**config.mk**
```make
export PLATFORM = sky130hd
export DESIGN_NAME = adc_seq0_input_select
export DESIGN_NICKNAME = d
export VERILOG_FILES = /design/src/hw/adc_seq0_pkg.sv /design/src/hw/adc_seq0_input_select.sv
export SDC_FILE = /design/constraint.sdc
export NUM_CORES = 1
export LEC_CHECK = 0
export ABC_AREA = 1
export BUFFER_PORTS_ARGS = -buffer_cell sky130_fd_sc_hd__buf_2
export CAP_MARGIN = 10
export CORE_ASPECT_RATIO = 1.25
export CORE_MARGIN = 5
export CORE_UTILIZATION = 51
export CTS_BUF_LIST = sky130_fd_sc_hd__clkbuf_4 sky130_fd_sc_hd__clkbuf_8
export CTS_CLUSTER_SIZE = 30
export DETAILED_ROUTE_END_ITERATION = 12
export GPL_ROUTABILITY_DRIVEN = 0
export HOLD_SLACK_MARGIN = 0.05
export PLACE_DENSITY = 0.77
export SKIP_CTS_REPAIR_TIMING = 1
export SYNTH_ARGS = -nofsm -noshare
export SYNTH_HDL_FRONTEND = slang
export SYNTH_SLANG_ARGS = --single-unit
```
**constraint.sdc**
```tcl
create_clock -name clock -period 3.2 [get_ports clock]
set_clock_uncertainty 0.05 [all_clocks]
set_input_delay 0 -clock clock [delete_from_list [all_inputs] [get_ports clock]]
set_output_delay 0 -clock clock [all_outputs]
set_load 0.01 [all_outputs]
```
**src/hw/adc_seq0_pkg.sv**
```systemverilog
// Constants and types for the sequencer 0 analog input selection block
package adc_seq0_pkg;

  // Register byte offsets
  localparam logic [7:0] SELECT_OFFSET  = 8'h40;
  localparam logic [7:0] CONTROL_OFFSET = 8'h44;
  localparam logic [7:0] COMMAND_OFFSET = 8'h48;

  // Values after reset
  localparam logic [31:0] SELECT_RESET  = 32'h0000_0000;
  localparam logic [31:0] CONTROL_RESET = 32'h0000_0000;

  // Writable bits; everything else reads as zero
  localparam logic [31:0] SELECT_RW_MASK  = 32'h3333_3333;
  localparam logic [31:0] CONTROL_RW_MASK = 32'hBBBB_BBBB;

  // Per-slot field layout
  localparam int          SLOT_COUNT   = 8;
  localparam int          FIELD_STRIDE = 4;
  localparam int          DIFF_POS     = 0;
  localparam int          END_POS      = 1;
  localparam int          TEMP_POS     = 3;
  localparam logic [2:0]  LAST_SLOT    = 3'h7;

  // Command and status layout
  localparam int          START_POS    = 0;
  localparam int          BUSY_POS     = 0;
  localparam int          SLOT_POS     = 4;

  typedef enum {ST_IDLE, ST_PRESENT, ST_SETTLE, ST_CONVERT} seq_state_e;

endpackage

```
**src/hw/adc_seq0_input_select.sv**
```systemverilog
// Sequencer 0 per-slot analog input selection with Wishbone register access
`timescale 1ns/100ps

module adc_seq0_input_select
  import adc_seq0_pkg::*;
(
  // Clock and reset
  input  wire logic        clock,
  input  wire logic        reset_n,
  // Wishbone slave
  input  wire logic        wb_cyc_i,
  input  wire logic        wb_stb_i,
  input  wire logic        wb_we_i,
  input  wire logic [7:0]  wb_adr_i,
  input  wire logic [3:0]  wb_sel_i,
  input  wire logic [31:0] wb_dat_i,
  output logic      [31:0] wb_dat_o,
  output logic             wb_ack_o,
  // Sequencer core
  input  wire logic        seq_trigger,
  input  wire logic        conv_done,
  output logic             conv_start,
  output logic      [2:0]  slot_index,
  output logic             slot_last,
  output logic             seq_busy,
  output logic             seq_done,
  // Analog multiplexer
  output logic      [2:0]  mux_pos_input,
  output logic      [2:0]  mux_neg_input,
  output logic             mux_diff,
  output logic             mux_temp
);

  logic [31:0] select_reg;
  logic [31:0] select_next;
  logic [31:0] control_reg;
  logic [31:0] control_next;
  logic [31:0] write_mask;
  logic        access;
  logic        write_en;
  logic        start_cmd;
  logic [1:0]  cur_field;
  logic [3:0]  cur_flags;
  logic        cur_end;
  seq_state_e  state_reg;
  logic [2:0]  slot_reg;

  function automatic logic [31:0] byte_mask(input logic [3:0] sel);
    byte_mask = {{8{sel[3]}}, {8{sel[2]}}, {8{sel[1]}}, {8{sel[0]}}};
  endfunction

  function automatic logic [1:0] slot_field(input logic [31:0] sel_word,
                                            input logic [2:0]  slot);
    case (slot)
      3'h0:    slot_field = sel_word[1:0];
      3'h1:    slot_field = sel_word[5:4];
      3'h2:    slot_field = sel_word[9:8];
      3'h3:    slot_field = sel_word[13:12];
      3'h4:    slot_field = sel_word[17:16];
      3'h5:    slot_field = sel_word[21:20];
      3'h6:    slot_field = sel_word[25:24];
      3'h7:    slot_field = sel_word[29:28];
      default: slot_field = 2'h0;
    endcase
  endfunction

  assign access     = wb_cyc_i && wb_stb_i && !wb_ack_o;
  assign write_en   = access && wb_we_i;
  assign write_mask = byte_mask(wb_sel_i);
  // Only field bits ever load, so the gaps can never hold anything but zero
  assign select_next  = (select_reg & ~(write_mask & SELECT_RW_MASK))
                      | (wb_dat_i & write_mask & SELECT_RW_MASK);
  assign control_next = (control_reg & ~(write_mask & CONTROL_RW_MASK))
                      | (wb_dat_i & write_mask & CONTROL_RW_MASK);
  assign start_cmd  = (write_en && wb_adr_i[7:2] == COMMAND_OFFSET[7:2]
                       && wb_sel_i[0] && wb_dat_i[START_POS]) || seq_trigger;

  // Fields are read live; a mid-sequence rewrite reaches the current slot's end test, other fields later slots only
  assign cur_field = slot_field(select_reg, slot_reg);
  assign cur_flags = control_reg[{slot_reg, 2'b00} +: FIELD_STRIDE];
  assign cur_end   = cur_flags[END_POS] || slot_reg == LAST_SLOT;

  always_ff @(posedge clock)
  begin
    if (!reset_n)
      wb_ack_o <= 1'b0;
    else
      wb_ack_o <= access;
  end

  always_ff @(posedge clock)
  begin
    if (!reset_n)
      select_reg <= SELECT_RESET;
    else if (write_en && wb_adr_i[7:2] == SELECT_OFFSET[7:2])
      select_reg <= select_next;
  end

  always_ff @(posedge clock)
  begin
    if (!reset_n)
      control_reg <= CONTROL_RESET;
    else if (write_en && wb_adr_i[7:2] == CONTROL_OFFSET[7:2])
      control_reg <= control_next;
  end

  always_ff @(posedge clock)
  begin
    if (!reset_n)
      wb_dat_o <= 32'h0000_0000;
    else if (access && !wb_we_i)
    begin
      case (wb_adr_i[7:2])
        SELECT_OFFSET[7:2]:  wb_dat_o <= select_reg & SELECT_RW_MASK;
        CONTROL_OFFSET[7:2]: wb_dat_o <= control_reg & CONTROL_RW_MASK;
        COMMAND_OFFSET[7:2]: wb_dat_o <= {25'h0, slot_reg, 3'h0, seq_busy};
        default:             wb_dat_o <= 32'h0000_0000;
      endcase
    end
  end

  always_ff @(posedge clock)
  begin
    if (!reset_n)
    begin
      state_reg <= ST_IDLE;
      slot_reg  <= 3'h0;
      seq_busy  <= 1'b0;
      seq_done  <= 1'b0;
    end
    else
    begin
      seq_done <= 1'b0;
      case (state_reg)
        ST_IDLE:
        begin
          if (start_cmd)
          begin
            slot_reg  <= 3'h0;
            seq_busy  <= 1'b1;
            state_reg <= ST_PRESENT;
          end
        end
        ST_PRESENT: state_reg <= ST_SETTLE;
        ST_SETTLE:  state_reg <= ST_CONVERT;
        ST_CONVERT:
        begin
          if (conv_done)
          begin
            if (cur_end)
            begin
              seq_busy  <= 1'b0;
              seq_done  <= 1'b1;
              state_reg <= ST_IDLE;
            end
            else
            begin
              slot_reg  <= slot_reg + 3'h1;
              state_reg <= ST_PRESENT;
            end
          end
        end
        default: state_reg <= ST_IDLE;
      endcase
    end
  end

  // Mux settles a full cycle before the conversion strobe
  always_ff @(posedge clock)
  begin
    if (!reset_n)
    begin
      mux_pos_input <= 3'h0;
      mux_neg_input <= 3'h0;
      mux_diff      <= 1'b0;
      mux_temp      <= 1'b0;
      slot_last     <= 1'b0;
    end
    else if (state_reg == ST_PRESENT)
    begin
      slot_last <= cur_end;
      if (cur_flags[TEMP_POS])
      begin
        // The sensor has no differential option
        mux_temp      <= 1'b1;
        mux_diff      <= 1'b0;
        mux_pos_input <= 3'h0;
        mux_neg_input <= 3'h0;
      end
      else if (cur_flags[DIFF_POS])
      begin
        mux_temp      <= 1'b0;
        mux_diff      <= 1'b1;
        mux_pos_input <= {cur_field, 1'b0};
        mux_neg_input <= {cur_field, 1'b1};
      end
      else
      begin
        mux_temp      <= 1'b0;
        mux_diff      <= 1'b0;
        mux_pos_input <= {1'b0, cur_field};
        mux_neg_input <= 3'h0;
      end
    end
  end

  always_ff @(posedge clock)
  begin
    if (!reset_n)
      conv_start <= 1'b0;
    else
      conv_start <= state_reg == ST_SETTLE;
  end

  assign slot_index = slot_reg;
endmodule

```
[Word-level counts from Yosys, hierarchy flattened]
Cells that the tools add are included.
Word-level totals
  bits in registers: 144
  output and inout bits: 48
  word-level logic and storage cells: 84
Cells by class
  reduce and logical (&&, ||, !) cells: 20
  mux-type cells: 22
  equality and inequality tests: 19
  add/subtract/negate cells: 1
  shifts and indexed selects: 1
  bitwise logic cells: 7
Operators with widths (number)
  32-bit case mux with 4 select lines: 1
  32-bit AND: 3
  32-bit by 2-bit == test with 1-bit output (second input constant): 3
  32-bit case mux with 3 select lines: 1
  32-bit two-way mux: 2
  32-bit by 1-bit == test with 1-bit output (second input constant): 1
  32-bit by 3-bit == test with 1-bit output (second input constant): 1
  32-bit zero test: 1
  30-bit inverter with 32-bit output: 1
  32-bit inverter: 1
  32-bit by 30-bit bitwise OR with 32-bit output: 1
  32-bit bitwise OR: 1
  32-bit by 6-bit variable part select with 4-bit output: 1
  3-bit two-way mux: 7
  6-bit by 5-bit == test with 1-bit output (second input constant): 3
  2-bit case mux with 8 select lines: 1
  3-bit == test (second input constant): 4
  1-bit logical AND: 9
  1-bit two-way mux: 8
  2-bit inequality test (second input constant): 4
  4-bit AND reduction: 2
  3-bit by 2-bit == test with 1-bit output (second input constant): 2
  3-bit case mux with 2 select lines: 1
  3-bit by 1-bit adder with 3-bit output (second input constant): 1
  other kinds (8): 10

[Longest topological paths before layout]
Gate-level depths: netlist of the first run.
  depth after elaboration: 9
  mapped depth: 12
  mapped depth without buffers: 12

[Worst setup path after synthesis of the first run]
Ideal clock, no wire load.
  kind: reg2reg
  start point: register slot_reg[1], in the netlist slot_index[1]
  end point: register mux_pos_input[0]
  clock period less this slack: 1.624 ns
  cell stages (with the launch flop): 13
  data required time: 3.078 ns
  path buffers: 0
  data arrival time: 1.502 ns
  slack: 1.576 ns
  library setup time: 0.072 ns
  cell sequence: dfxtp_1 > ha_1 > ha_1 > nand2_1 > nand2_1 > inv_1 > nand2_1 > nor2_1 > nand2_1 > o21ai_0 > inv_1 > nand3_1 > a21oi_1
On the way
  longest elaborated chain between the ends: 4
  elaborated cells between the ends (all ways): 12
  classes of those cells: 7 x eq/ne; 1 x shift; 3 x mux; 1 x reduce/logical
Ends and longest elaborated chain
  start: declaration: line adc_seq0_input_select.sv:46  | logic [2:0] slot_reg;
  start signal: assignment: line adc_seq0_input_select.sv:158  | slot_reg <= slot_reg + 3'h1;
  branches (longest 3 deep; another with 32-bit by 6-bit variable part select with 4-bit output)
  3-bit two-way mux *: line adc_seq0_input_select.sv:182  | if (cur_flags[TEMP_POS])
  end signal: assignment: line adc_seq0_input_select.sv:194  | mux_pos_input <= {cur_field, 1'b0};
  end signal: assignment: line adc_seq0_input_select.sv:201  | mux_pos_input <= {1'b0, cur_field};
  end: declaration: line adc_seq0_input_select.sv:28  | output logic [2:0] mux_pos_input,
Mark *: on every way between the ends.
A chain may end at the register's enable or synchronous reset.

[Final worst setup path of the first run]
  start point: register slot_reg[0], in the netlist slot_index[0]
  end point: register mux_pos_input[0]
The elaborated chain is that of the path after synthesis.

==> results by group, run 1 <==
Die
  • Rows: 35
  • Total core area: about 7400 um2
  • Starting Density: 52.4%
  • Die W: roughly 90 um
  • Die area: roughly 9400 um2
  • Ports: 99
  • Die H: 107 um

Synth
  • Main synth FF type: dfxtp_1
  • Top cell type's share of synthesized area: roughly 42%
  • Synth Instances: between 500 and 600
  • Post-Syn Area: between 3000 and 4000 um2
  • FF+latch count, synth: 81
  • Synthesized area per cell: 7.36 um2
  • Post-synth EDFFs: 0
  • Synth async-reset ratio: 0%
  • Synth top area cells: dfxtp_1, nand2_1, a21oi_1, inv_1, o21ai_0
  • Synth cell types: 36
  • Synth area leader: dfxtp_1
  • Seq/Total Area, Yosys: 42.0%
  • Synth Warn #: 0

Run
  • Max Cap Violations: 0

Power
  • Pleak: 0.00204 uW
  • VDD IR max: 0.334 mV
  • PD cells: slightly above 500 nW/um2

Routing
  • Drt pass-1 iters: 5
  • 1st-iter DRT viols: 275
  • Final ANT Viol Nets: 0
  • DR WL/cell: 14.7 um
  • Routed WL: 10500 um
  • Vias/cell: approximately 5.3
  • DRC Markers: 0
  • Detailed-route via count: 3824

CTS
  • CTS max path bufs: 2
  • CTS buffer count: 9
  • # clock sinks: 81
  • Clock Pin Slew Worst Setup and Hold Paths: 0.09 ns
  • Worst skew pair latency: 0.35 ns
  • TritonCTS clock tree: built
  • # H-tree levels: 3
  • Root Buffer: clkbuf_8

GRT
  • GRT Util Overall: 22.4%
  • Number of global-route vias before repair: 3580
  • GR Overflow Total: 0
  • Largest net degree at the start of global routing: 46
  • First-pass GRT wire length: 16700 um
  • Initial antenna violation count: 0

Worst setup path
  • Worst-path fanout max: 13
  • Setup crit end kind: flip-flop
  • Worst Path Required: between 3 and 4 ns
  • R2r setup slk: 1.07 ns
  • Crit path kind: flip-flop to flip-flop
  • Crit path DAT: 2.35 ns
  • Worst setup SP type: flip-flop

Timing
  • Max frequency: 470 MHz
  • Final Hold Vio Count: 0
  • Hold slack: 0.0250 ns
  • Setup violators final: 0
  • Period Utilization, post-route: 66.5%
  • Setup TNS: 0 ns
  • Slew @ Worst Pin: 0.744 ns
  • Max Slew Vio Count: 0
  • Tmin final: approximately 2.1 ns
  • RSZ-0062 raised after global routing: no
  • Worst slew margin: 50.4%

Min path
  • Class of the worst hold path: input pin to flip-flop

Final layout
  • Multi-input gate area: 1810 um2
  • Layout cell share with drive strength beyond 1: 21.6%
  • Final Cell Area: 4750 um2
  • P&R area growth vs syn: 23.2%
  • Most frequent cells in the layout: nand2_1, dfxtp_1, buf_2, a21oi_1, inv_1
  • # diodes: 0
  • Commonest non-fill, non-tap cell in the layout: nand2_1
  • Register Area: between 1500 and 2000 um2
  • Fillcell total: around 640
  • NumNets Final: 683
  • Non-Filler Instances: between 700 and 800

Placement
  • Post-DP HPWL: 7480 um
  • Area post-placement: about 4200 um2
  • Port buffer count: 81
  • Placed insts: 674

Outcome
  • Status: completed
kinds of logic (layout without fill, tap and decap cells):
| logic type | count (synthesis) | count (layout) | synth area share, % |
|---|---|---|---|
| DFF | 81 | 81 | 42.0 |
| adders and majority gates | 10 | 10 | 3.24 |
| buffers and inverters | 98 | 194 | 11.7 |
| AOI/OAI and AO/OA | 147 | 147 | 20.5 |
| other | 1 | 7 | 0.0972 |
| and+or+nand+nor | 187 | 187 | 22.4 |
critical path: stages, from the launching register on:
cell	delay, ns
dfxtp_1	0.55
buf_4	0.29
ha_1	0.20
ha_1	0.21
nand2_1	0.07
nand2_1	0.05
inv_1	0.04
nand2_1	0.04
nor2_1	0.03
nand2_1	0.06
o21ai_0	0.14
inv_1	0.13
nand3_1	0.07
a21oi_1	0.12
synth_stat cells, drive strengths merged (3+ instances only):
cell,n
nand2,114
clkbuf,9
nand3,38
o211ai,3
o22ai,14
inv,66
buf,22
dfxtp,81
nor2,30
o21ai,49
ha,10
a21oi,77
path summary, 6_finish.rpt:
path | depth (start not counted) | end | startpoint
worst max register to register | 13 | mux_pos_input[0]$_SDFFE_PN0P_ | slot_index[0]$_SDFFE_PN0P_
worst min-delay path | 3 | flip-flop | wb_sel_i[2]
worst min register to register | 2 | wb_dat_o[24]$_SDFFE_PN0P_ | wb_dat_o[24]$_SDFFE_PN0P_
worst max-delay path | 13 | mux_pos_input[0]$_SDFFE_PN0P_ | slot_index[0]$_SDFFE_PN0P_
per-stage QoR:
stage / setup WS, ns / power (uW) / util [%]
detailed placement: 1.13 / 1490 / 57.4
floorplan: 1.58 / 1380 / -
global placement: 1.18 / 1480 / 57.4
CTS: 1.11 / 2380 / 60.7
global route: 0.894 / 2520 / 64.6
finish: 1.07 / 2400 / 64.6
per-layer routing:
layer,share of wire [%],vias up,global-route usage (%),wire length (um)
met5,0,-,0,0
li1,-,1898,-,-
met4,2.5,0,8.66,268
met3,5.9,26,3.15,623
met2,52,157,39.2,5440
met1,40,1743,27.3,4190
final cells by class:
| class | count | area share [%] |
|---|---|---|
| sequential | 81 | 34.1 |
| multi-input combinational | 351 | 38.0 |
| clock buffer | 9 | 2.61 |
| clock inverter | 6 | 2.45 |
| timing repair buffer | 112 | 15.0 |
| tap | 92 | 2.42 |
| inverter | 67 | 5.45 |
power breakdown:
| group | internal [uW] | switching [uW] | leakage [uW] |
|---|---|---|---|
| clock | 520 | 377 | 0.000120 |
| sequential | 1040 | 31.2 | 0.000654 |
| combinational | 159 | 268 | 0.00126 |
| total | 1720 | 676 | 0.00204 |
(Power assumes the default switching activity.)
==> run 2: changes to the inputs <==
Settings changed: ABC_AREA 1 to 0, CORE_UTILIZATION 51 to 50, PLACE_DENSITY 0.77 to 0.79.
Clock period 3.2 ns to 1.77 ns, I/O delays scaled along.
==> run 2 against run 1 <==
Effect of this change:
- the flow now finishes with violations (setup timing)
- global-route usage fell by 0.85 points
- worst hold slack improved by 0.038 ns
- sequential power up 79%
- non-clock buffer count up 29
- routed wire length rose by 2.2%
- clock-buffer cell count grew 5
- first-iteration DRC count down 8.4%
- via count down 9.3%
- critical path type unchanged
- largest power group unchanged
==> results by group, run 2 <==
Power
  • Pleak: 0.00218 uW (+7.2%)
  • P_int: 2800 uW (+63%)
  • NetSw: 1060 uW (+57%)
  • VDD IR max: 0.581 mV (+74%)
  • Clock Power Share: 33.1% (-4.3 points)
  • Sw Ratio: 27.5% (-0.66 points)
  • PD cells: 770 nW/um2 (+53%)
  • Comb power frac: 17.1% (-0.7 points)
  • Sequential fraction of design power: 49.8% (+5.0 points)

Timing
  • Max frequency: 535 MHz (+14%)
  • Setup violators final: 9 (+9)
  • Setup ws final: -0.0998 ns (-1.17 ns)
  • Setup TNS: -0.460 ns (-0.460 ns)
  • Tmin final: 1.87 ns (-0.257 ns)
  • Max Slew Vio Count: 0 (unchanged)
  • Worst slew margin: 59.8% (+9.4 points)
  • RSZ-0062 raised after global routing: yes
  • Final Hold Vio Count: 0 (unchanged)
  • Period Utilization, post-route: 106% (+39 points)
  • Slew @ Worst Pin: 0.602 ns (-0.142 ns)
  • Hold slack: 0.0631 ns (+0.0381 ns)

Synth
  • Synth async-reset ratio: 0% (unchanged)
  • Synthesized area per cell: 9.61 um2 (+30%)
  • Synth area leader: dfxtp_1
  • Post-Syn Area: 3900 um2 (+1.1%)
  • Main synth FF type: dfxtp_1
  • Post-synth EDFFs: 0 (unchanged)
  • Synth cell types: 50 (+39%)
  • Synth top area cells: dfxtp_1, mux2i_1, nor2_1, ha_1, a2bb2oi_1
  • Seq/Total Area, Yosys: 41.6% (-0.46 points)
  • Top cell type's share of synthesized area: 41.6% (-0.46 points)
  • Synth Warn #: 0 (unchanged)
  • Synth Instances: 406 (-23%)
  • Most numerous cell in the Yosys netlist: dfxtp_1
  • FF+latch count, synth: 81 (unchanged)
  • Top cells by count, synth: dfxtp_1, nor2_1, mux2i_1, nand2_1, nand3_1

Die
  • Total core area: 7700 um2 (+4.7%)
  • Die H: 109 um (+1.4%)
  • Die area: 9680 um2 (+2.8%)
  • Die W: 89.0 um (+1.4%)
  • Rows: 36 (+2.9%)
  • Ports: 99 (unchanged)
  • Starting Density: 50.6% (-1.8 points)

Final layout
  • Layout cell share with drive strength beyond 1: 30.5% (+9.0 points)
  • Non-Filler Instances: 629 (-12%)
  • Commonest non-fill, non-tap cell in the layout: buf_2
  • P&R area growth vs syn: 28.6%
  • # diodes: 0 (unchanged)
  • Most frequent cells in the layout: buf_2, dfxtp_1, nor2_1, mux2i_1, buf_4
  • NumNets Final: 590 (-14%)
  • Final Util: 65.1% (+0.50 points)

Routing
  • Drt pass-1 iters: 4 (-1)
  • Detailed-route via count: 3467 (-9.3%)
  • Routed WL: 10800 um (+2.2%)
  • DR WL/cell: 17.1 um (+17%)
  • Vias/cell: 5.51 (+3.5%)
  • Final ANT Viol Nets: 0 (unchanged)
  • DRC Markers: 0 (unchanged)
  • 1st-iter DRT viols: 252 (-8.4%)

Worst setup path
  • CP Buf/Inv Count: 1 (-2)
  • Setup crit end kind: flip-flop
  • Crit path DAT: 2.11 ns (-0.24 ns)
  • Worst-path fanout max: 7 (-6)
  • Worst-path cell chain: buf_6 -> mux2i_1 -> mux4_2 -> and2_4 -> a2111o_1 -> nand3_1
  • Crit path kind: flip-flop to flip-flop
  • Worst setup SP type: flip-flop
  • Worst Path Required: 2.01 ns (-1.41 ns)
  • Worst stage delay on the critical path: 0.50 ns (-0.05 ns)
  • Slowest CP cell: mux4_2
  • Delay-heaviest family, CP: multiplexers

CTS
  • CTS buffer count: 9 (unchanged)
  • Root Buffer: clkbuf_8
  • # clock sinks: 81 (unchanged)
  • # H-tree levels: 3 (unchanged)
  • Worst skew pair latency: 0.36 ns (about the same)
  • Clock Pin Slew Worst Setup and Hold Paths: 0.08 ns (about the same)
  • CTS max path bufs: 2 (unchanged)
  • TritonCTS clock tree: built

Placement
  • Post-DP HPWL: 7760 um (+3.8%)
  • Placed insts: 583 (-14%)
  • Port buffer count: 81 (unchanged)

GRT
  • Initial antenna violation count: 0 (unchanged)
  • GRT Util Overall: 21.6% (-0.85 points)
  • GR Overflow Total: 0 (unchanged)
  • Number of global-route vias before repair: 3365 (-6.0%)
  • Largest net degree at the start of global routing: 35 (-24%)
  • First-pass GRT wire length: 15900 um (-4.5%)

Outcome
  • Status: finished, violations left
  • Failing checks: setup timing

Min path
  • Class of the worst hold path: input pin to flip-flop

Run
  • Max Cap Violations: 0 (unchanged)
## run 2: power groups by stage
stage | logic [uW] | registers (uW) | clock network, uW
4_1_cts | 563 | 1920 | 1290
3_3_place_gp | 544 | 1960 | 0
6_report | 660 | 1920 | 1280
3_5_place_dp | 562 | 1970 | 0
2_1_floorplan | 368 | 1970 | 0
5_1_grt | 719 | 1930 | 1370
## run 2: worst register-to-register path, cell delays in order (launching register included)
cell and delay, ns:
dfxtp_4 0.39, buf_6 0.14, mux2i_1 0.12, mux4_2 0.50, and2_4 0.16, a2111o_1 0.36, nand3_1 0.09
## run 2: metrics by stage
step | cell area, um2 | setup WS, ns | total power (uW)
global placement | 4460 | -0.103 | 2510
floorplan | 3950 | -0.112 | 2340
detailed placement | 4460 | -0.111 | 2530
global route | 5010 | -0.142 | 4030
finish | 5010 | -0.0998 | 3860
CTS | 4650 | -0.0927 | 3780
## run 2: cells by family (layout without fill, tap and decap cells)
kind of cell	count (synthesis)	after routing	synth area share, %
AO/OA/AOI/OAI	60	60	11.3
adder cells (fa/ha/maj)	10	10	3.21
buffers and inverters	47	169	7.06
flip-flops	81	81	41.6
multiplexers	73	73	20.4
other	1	7	0.0962
AND/OR/NAND/NOR	134	134	16.3
## run 2: per-layer routing
layer,global-route usage (%),up-vias,wire (um)
met3,5.22,38,565
met4,10.3,0,447
met2,36.8,124,5380
met1,25.0,1646,4370
met5,0,-,0
li1,-,1659,-
## run 2: area by class of cell
class | count | area (um2)
clock buffers | 14 | 174
clock inverters | 2 | 11.3
fillers | 613 | 2690
inverters | 12 | 50.0
multi-input cells | 284 | 2100
flip-flops and latches | 81 | 1630
well taps | 95 | 119
repair buffers | 141 | 930
## run 2: worst paths after layout
path | start | cells past startpoint | slack, ns | end
max | slot_index[0]$_SDFFE_PN0P_ | 6 | -0.1 | slot_index[0]$_SDFFE_PN0P_
min | seq_trigger | 3 | 0.06 | seq_busy$_SDFFE_PN0P_
max reg2reg | slot_index[0]$_SDFFE_PN0P_ | 6 | -0.1 | slot_index[0]$_SDFFE_PN0P_
min reg2reg | wb_dat_o[3]$_SDFFE_PN0P_ | 2 | 0.40 | wb_dat_o[3]$_SDFFE_PN0P_
